## config.mk

```make
export PLATFORM = sky130hd
export DESIGN_NAME = ics_top
export DESIGN_NICKNAME = d
export VERILOG_FILES = /design/src/rtl/ics_pkg.sv /design/src/rtl/ics_prio.sv /design/src/rtl/ics_top.sv
export VERILOG_INCLUDE_DIRS = /design/src /design/src/rtl
export SDC_FILE = /design/constraint.sdc
export NUM_CORES = 1
export LEC_CHECK = 0
export ABC_AREA = 1
export BUFFER_PORTS_ARGS = -buffer_cell sky130_fd_sc_hd__buf_2
export CAP_MARGIN = 25
export CORE_UTILIZATION = 45
export CTS_CLUSTER_SIZE = 40
export DETAILED_ROUTE_END_ITERATION = 10
export PLACE_DENSITY = 0.69
export SYNTH_ARGS = -nofsm -noshare
export SYNTH_HDL_FRONTEND = slang
export SYNTH_SLANG_ARGS = --single-unit
```

## constraint.sdc

```tcl
create_clock -name clk -period 13 [get_ports clk]
set_input_delay 1.3 -clock clk [delete_from_list [all_inputs] [get_ports clk]]
set_output_delay 1.3 -clock clk [all_outputs]
set_load 0.01 [all_outputs]
```

## src/rtl/ics_defines.svh

```systemverilog
// constants of the interrupt channel system
`ifndef ICS_DEFINES_SVH
`define ICS_DEFINES_SVH
`define ICS_NUM_CHAN 256
`define ICS_NUM_CHAN_EXT 259
`define ICS_CHAN_W 9
`define ICS_CPU_CHAN 8
`define ICS_CPU_LAST 9'h007
`define ICS_IO_CHAN 248
`define ICS_DEPTH 8
`define ICS_DEPTH_W 4
`define ICS_RING0 2'h0
`define ICS_VEC_BASE 32'h0000_1000
`define ICS_VEC_SHIFT 4
`endif

```

## src/rtl/ics_pkg.sv

```systemverilog
// types of the interrupt channel system
`include "ics_defines.svh"
package ics_pkg;
  // raise request from a processor's instruction
  typedef struct packed {
    logic valid;
    logic [`ICS_CHAN_W-1:0] src;
    logic [`ICS_CHAN_W-1:0] dst;
  } ics_raise_t;
  // delivery to ring 0 handler
  typedef struct packed {
    logic valid;
    logic [1:0] ring;
    logic [`ICS_CHAN_W-1:0] chan;
    logic [31:0] vector;
  } ics_take_t;
  typedef enum logic [1:0] {ICS_IDLE, ICS_TAKE, ICS_WAIT} ics_state_t;
endpackage : ics_pkg

```

## src/rtl/ics_prio.sv

```systemverilog
// lowest-number-first picker over pending and enabled channels
`timescale 1ns/1ns
`include "ics_defines.svh"
module ics_prio #(
  parameter int N = `ICS_NUM_CHAN
) (
  // request vector
  input wire logic [N-1:0] req,
  // result
  output logic found,
  output logic [`ICS_CHAN_W-1:0] idx
);
  import ics_pkg::*;
  // scan from the top so the lowest channel wins
  always_comb begin
    found = 1'b0;
    idx = '0;
    for (int i = N - 1; i >= 0; i--) begin
      if (req[i]) begin
        found = 1'b1;
        idx = i[`ICS_CHAN_W-1:0];
      end
    end
  end
endmodule : ics_prio

```

## src/rtl/ics_top.sv

```systemverilog
// interrupt channel system: pending, enables, nesting and vectoring
//
// Overview of operation
// - every interrupt goes to ring 0 system software, never the running thread
// - a new interrupt during service nests on top of the current one, up to 8 deep; beyond that it waits pending
// - the handler entry is chosen from the target channel of the raise
// - 256 channels, or 259 in the extended variant
// - channels 0 to 7 are the CPU virtual channels
// - the 248 channels above them belong to I/O processors
// - any processor may raise an interrupt toward any channel
`timescale 1ns/1ns
`include "ics_defines.svh"
module ics_top #(
  parameter bit EXTENDED = 1'b0
) (
  // clock and reset
  input wire logic clk,
  input wire logic rstn,
  // raise requests from processors (same clock)
  input wire ics_pkg::ics_raise_t raise,
  // per-channel enable settings from the enable logic
  input wire logic [`ICS_NUM_CHAN_EXT-1:0] chan_en,
  // delivery to the processor
  output ics_pkg::ics_take_t take,
  input wire logic take_ack,
  input wire logic svc_done,
  // status
  output logic [`ICS_DEPTH_W-1:0] nest_depth,
  output logic raise_refused,
  output logic cpu_chan_taken
);
  import ics_pkg::*;

  // ---------------------------------------------
  // channel count
  // ---------------------------------------------
  // the extended variant adds three channels above the 256 of the base
  localparam int NCH = EXTENDED ? `ICS_NUM_CHAN_EXT : `ICS_NUM_CHAN;

  // ---------------------------------------------
  // helpers
  // ---------------------------------------------
  // handler entry address; a fixed stride keeps the entries apart per channel
  function automatic logic [31:0] vec_of(input logic [`ICS_CHAN_W-1:0] ch);
    vec_of = `ICS_VEC_BASE + ({23'h00_0000, ch} << `ICS_VEC_SHIFT);
  endfunction : vec_of

  // channel exists in this variant
  function automatic logic in_range(input logic [`ICS_CHAN_W-1:0] ch);
    in_range = ({23'h00_0000, ch} < NCH);
  endfunction : in_range

  // channel is one of the cpu virtual channels
  function automatic logic is_cpu(input logic [`ICS_CHAN_W-1:0] ch);
    is_cpu = (ch <= `ICS_CPU_LAST);
  endfunction : is_cpu

  // ---------------------------------------------
  // state
  // ---------------------------------------------
  // registers; pending bits cover the extended range, unused ones never set
  logic [`ICS_NUM_CHAN_EXT-1:0] pend_q;
  logic [`ICS_CHAN_W-1:0] stk_q [`ICS_DEPTH];
  logic [`ICS_DEPTH_W-1:0] depth_q;
  ics_state_t state_q;
  logic [`ICS_CHAN_W-1:0] sel_q;

  // combinational selection and handshake terms
  logic found;
  logic [`ICS_CHAN_W-1:0] pick;
  logic [`ICS_NUM_CHAN_EXT-1:0] elig;
  logic accept;
  logic raise_ok;
  logic room;
  logic take_fire;
  logic pop;

  // ---------------------------------------------
  // pending and selection
  // ---------------------------------------------
  // any in-range source may target any valid channel; out-of-range targets or sources are refused
  assign raise_ok = raise.valid && in_range(raise.dst) && in_range(raise.src);
  // disabled channels stay pending but are not offered
  assign elig = pend_q & chan_en;

  // lowest eligible channel is offered first
  ics_prio #(.N(`ICS_NUM_CHAN_EXT)) ics_prio_inst (
    .req(elig),
    .found(found),
    .idx(pick)
  );

  // the stack has room for one more nested interrupt
  assign room = (depth_q < `ICS_DEPTH);

  // nesting stops at full stack depth; deeper requests wait pending
  assign accept = (state_q == ICS_IDLE) && found && room;

  // set wins over the clear of the same channel
  always_ff @(posedge clk or negedge rstn) begin
    if (!rstn) begin
      pend_q <= '0;
    end else begin
      if (accept) begin
        pend_q[pick] <= 1'b0;
      end
      if (raise_ok) begin
        pend_q[raise.dst] <= 1'b1;
      end
    end
  end

  // refused raise indication
  always_ff @(posedge clk or negedge rstn) begin
    if (!rstn) begin
      raise_refused <= 1'b0;
    end else begin
      raise_refused <= raise.valid && !raise_ok;
    end
  end

  // ---------------------------------------------
  // handshake events
  // ---------------------------------------------
  // the offer is taken only at an edge where the processor acks in take state
  assign take_fire = (state_q == ICS_TAKE) && take_ack;
  // a finished handler unstacks; an ack in the same cycle wins and drops it
  assign pop = svc_done && !take_fire && (depth_q != '0);

  // ---------------------------------------------
  // delivery state machine
  // ---------------------------------------------
  // one offer at a time; the wait state lets the stack settle before a pick
  always_ff @(posedge clk or negedge rstn) begin
    if (!rstn) begin
      state_q <= ICS_IDLE;
    end else begin
      case (state_q)
        ICS_IDLE: begin
          if (accept) begin
            state_q <= ICS_TAKE;
          end
        end
        ICS_TAKE: begin
          if (take_ack) begin
            state_q <= ICS_WAIT;
          end
        end
        ICS_WAIT: begin
          state_q <= ICS_IDLE;
        end
        default: begin
          state_q <= ICS_IDLE;
        end
      endcase
    end
  end

  // channel under offer, kept for the push onto the stack
  always_ff @(posedge clk or negedge rstn) begin
    if (!rstn) begin
      sel_q <= '0;
    end else if (accept) begin
      sel_q <= pick;
    end
  end

  // ---------------------------------------------
  // delivery record
  // ---------------------------------------------
  // record is loaded once per pick and held stable while offered
  always_ff @(posedge clk or negedge rstn) begin
    if (!rstn) begin
      take <= '0;
    end else if (accept) begin
      take.valid <= 1'b1;
      take.ring <= `ICS_RING0;
      take.chan <= pick;
      take.vector <= vec_of(pick);
    end else if (take_fire) begin
      take.valid <= 1'b0;
    end
  end

  // cpu flag follows every pick, so it names the latest channel offered
  always_ff @(posedge clk or negedge rstn) begin
    if (!rstn) begin
      cpu_chan_taken <= 1'b0;
    end else if (accept) begin
      cpu_chan_taken <= is_cpu(pick);
    end
  end

  // ---------------------------------------------
  // interrupt nesting stack
  // ---------------------------------------------
  // stack pointer; accept stops at full depth so the push never overflows
  always_ff @(posedge clk or negedge rstn) begin
    if (!rstn) begin
      depth_q <= '0;
    end else if (take_fire) begin
      depth_q <= depth_q + 4'h1;
    end else if (pop) begin
      depth_q <= depth_q - 4'h1;
    end
  end

  // channels in service, innermost on top; i/o channels nest like cpu ones
  always_ff @(posedge clk or negedge rstn) begin
    if (!rstn) begin
      for (int i = 0; i < `ICS_DEPTH; i++) begin
        stk_q[i] <= '0;
      end
    end else if (take_fire) begin
      stk_q[depth_q[2:0]] <= sel_q;
    end
  end

  // ---------------------------------------------
  // status
  // ---------------------------------------------
  // depth is already a flop, so the status port needs no extra register
  assign nest_depth = depth_q;
endmodule : ics_top

```

==> key figures <==
Synthesis
  • Number of synthesized flops with an enable pin: 0
  • Yosys reg bits: 278
  • Synthesized area: 18,700 um^2
  • Avg Cell Area, Syn: between 6 and 7 um^2
  • Top FF cell, synth: dfrtp_1
  • Synth cell count leaders: nand2_1 (1,499), nor2_1 (330), nand3_1 (320)
  • Synth top area share: 37.2%
  • Ranking of synthesized cells by area: dfrtp_1 (37%), nand2_1 (30%), nand3_1 (8.6%), nor2_1 (6.6%), nand4_1 (4.5%)
  • Register area share after synthesis: 37.2%
  • Synth area leader: dfrtp_1
  • Mapped Cells: 3,022
  • Synth warn: 0
  • Synth unique cells: between 40 and 50
  • Most numerous cell in the Yosys netlist: nand2_1
  • Synth async-reset ratio: 100%

Worst setup path
  • Max FO, Critical Path: 5
  • Setup crit end kind: register
  • Slowest stage cell, crit path: nor2_4
  • CP peak stage delay: between 0.2 and 0.25 ns
  • Critical Path AT: about 15 ns
  • CP dominant cell by count: nand2_1
  • WP data required: approximately 13 ns
  • Worst setup SP type: input port
  • Critical path type: in -> reg

Finish
  • P&R area growth vs syn: 23.1%
  • FILL cells: 4,068
  • Diode count: 0
  • Share of cells above drive strength 1: 16.6%
  • Core Util, Final: a little under three fifths
  • FF/Latch Area: about 7000 um^2
  • Multi-input logic area: 10,900 um^2
  • Nets: roughly 3,700

STA
  • FMAX: around 0.067 GHz
  • Period utilization: 114%
  • Crit path time final: 14.82 ns
  • Rel. slew slack: ~6.2%
  • Final slew viol count: 0
  • Final Worst Setup Slack: -1.82 ns
  • Slew @ Worst Pin: approximately 1.4 ns
  • RSZ-0062 raised after global routing: yes
  • Final setup violation count: between 200 and 300
  • Final Hold Viols: 0
  • Layout Skew: approximately 0.032 ns

Floorplan
  • Die extent in y: slightly above 200 um
  • Initial Utilization: 45.7%
  • Ports: ~330
  • Core area: 40,900 um^2
  • Die width: slightly above 200 um
  • FP Rows: 74
  • Die ar.: roughly 42,000 um^2

Clock network
  • CTS Sinks: between 200 and 300
  • CTS Hold Buffers Added: 0
  • Root Buffer: clkbuf_16
  • Clock buffer count from CTS: 31
  • Clk_lat worst skew: 0.60 ns
  • H-tree levels: 1
  • Clock slew at reported path FFs: approximately 0.060 ns
  • CTS tree: built
  • CTS max path bufs: 3

Global route
  • Largest net degree at the start of global routing: between 200 and 250
  • First-pass GRT wire length: about 120,000 um
  • Vias in the first global route: 20,322
  • Antenna violations before repair: 4
  • Global Route Usage Sum: about 37%
  • Gr ovfl total: 0

Detailed routing
  • DRC errors left: 0
  • Routed WL: ~78,000 um
  • Via count: between 20,000 and 25,000
  • Vias per cell: ~5.6
  • Post-route ant nets: 0
  • Drt pass-1 iters: 6
  • DR iter-0 viols: between 2,000 and 3,000
  • DR WL/cell: roughly 20 um

Placed design
  • RePlAce Congestion: between 0.9 and 1
  • Port Buffer Count: 299
  • Hpwl dp: 56,500 um
  • Pre-CTS setup slack: -2.28 ns

Min path
  • Hold/Removal Path Class: reg -> reg

Power and ir drop
  • LEAKAGE: about 14 nW
  • PD cells: around 180 nW/um^2
  • VDD IR max: around 0.24 mV

Status
  • Status: finished with violations
  • Violated checks: setup timing

Run
  • Max Cap Viol: 0
## flip-flops by register name (all words and copies together) (netlist names)
register and count:
pend_q 259, take 11, nest_depth 4, state_q 2
cpu_chan_taken 1, raise_refused 1
## metrics by stage
stage	instance area, um^2	hold slack [ns]	TNS [ns]	instances	total power [mW]
after floorplan	18900	0.436	-60.83	3045	2.28
after global placement	21500	0.455	-524.13	3857	3.09
after detailed placement	21600	0.459	-552.29	3869	3.11
after CTS	22800	0.473	-419.88	3929	4.07
after global routing	23000	0.494	-1158.06	3936	4.36
final	23000	0.473	-453.66	3936	4.18
## path summary, 6_finish.rpt
kind	from	endpoint	slack, ns	depth (start not counted)
hold reg to reg	pend_q[197]	pend_q[197]	0.47	2
hold / removal	pend_q[197]	pend_q[197]	0.47	2
setup / recovery	chan_en[257]	pend_q[165]	-1.82	265
min in group asynchronous	rstn	pend_q[171]	0.67	1
max in group asynchronous	rstn	pend_q[54]	10.41	4
setup reg to reg	pend_q[256]	pend_q[165]	-1.50	263
## layer usage
metal  GRT usage, %  routed length [um]  up-vias
met5              0                  39        -
met4           14.6                3570        6
met3           7.67                8170      221
met2           58.0               34900     1184
met1           48.9               31300    10256
li1               -                   -    10417
## layout make-up
class | count | area share [%]
Tap cell | 532 | 2.89
Clock buffer | 46 | 3.92
Sequential cell | 278 | 30.2
Clock inverter | 11 | 0.489
Inverter | 132 | 2.16
Multi-Input combinational cell | 2500 | 47.4
Timing Repair Buffer | 437 | 12.9
## critical path, delay by kind of cell
| family | cells | cell delay (ns) |
|---|---|---|
| AND/OR/NAND/NOR | 262 | 13.62 |
| buffers and inverters | 3 | 0.26 |
## cell families after synthesis
logic type / share of synthesized area [%]
simple gates: 53.0
flops: 37.2
buf+inv: 6.35
compound gates: 2.94
fa+ha+maj: 0.241
xor+xnor: 0.141
other cells: 0.0201
mux: 0.0602
## timing repair
item / 4_1_cts / 5_1_grt
resized for setup: 22 / 26
gates cloned: 1 / 0
buffers inserted: 3 / 1
pin swaps: 17 / 32
setup endpoints to repair: 260 / 260
## power breakdown
| group | internal (mW) | switching, mW |
|---|---|---|
| Sequential | 0.915 | 0.0530 |
| Combinational | 0.649 | 1.66 |
| Clock | 0.518 | 0.386 |
| Total | 2.08 | 2.09 |
## placed cells by master, fill, tap and decap left out, types with 31 or more instances in the layout
cell type | Yosys | routed
nand3_1 | 320 | 295
buf_4 | 44 | 96
inv_1 | 126 | 125
nand4_1 | 135 | 135
dfrtp_1 | 278 | 278
nor2_1 | 330 | 321
buf_2 | 4 | 296
clkbuf_16 | 0 | 31
nor3_1 | 60 | 53
nand2_1 | 1499 | 1491
No activity file was read; power rests on OpenSTA's default activity.
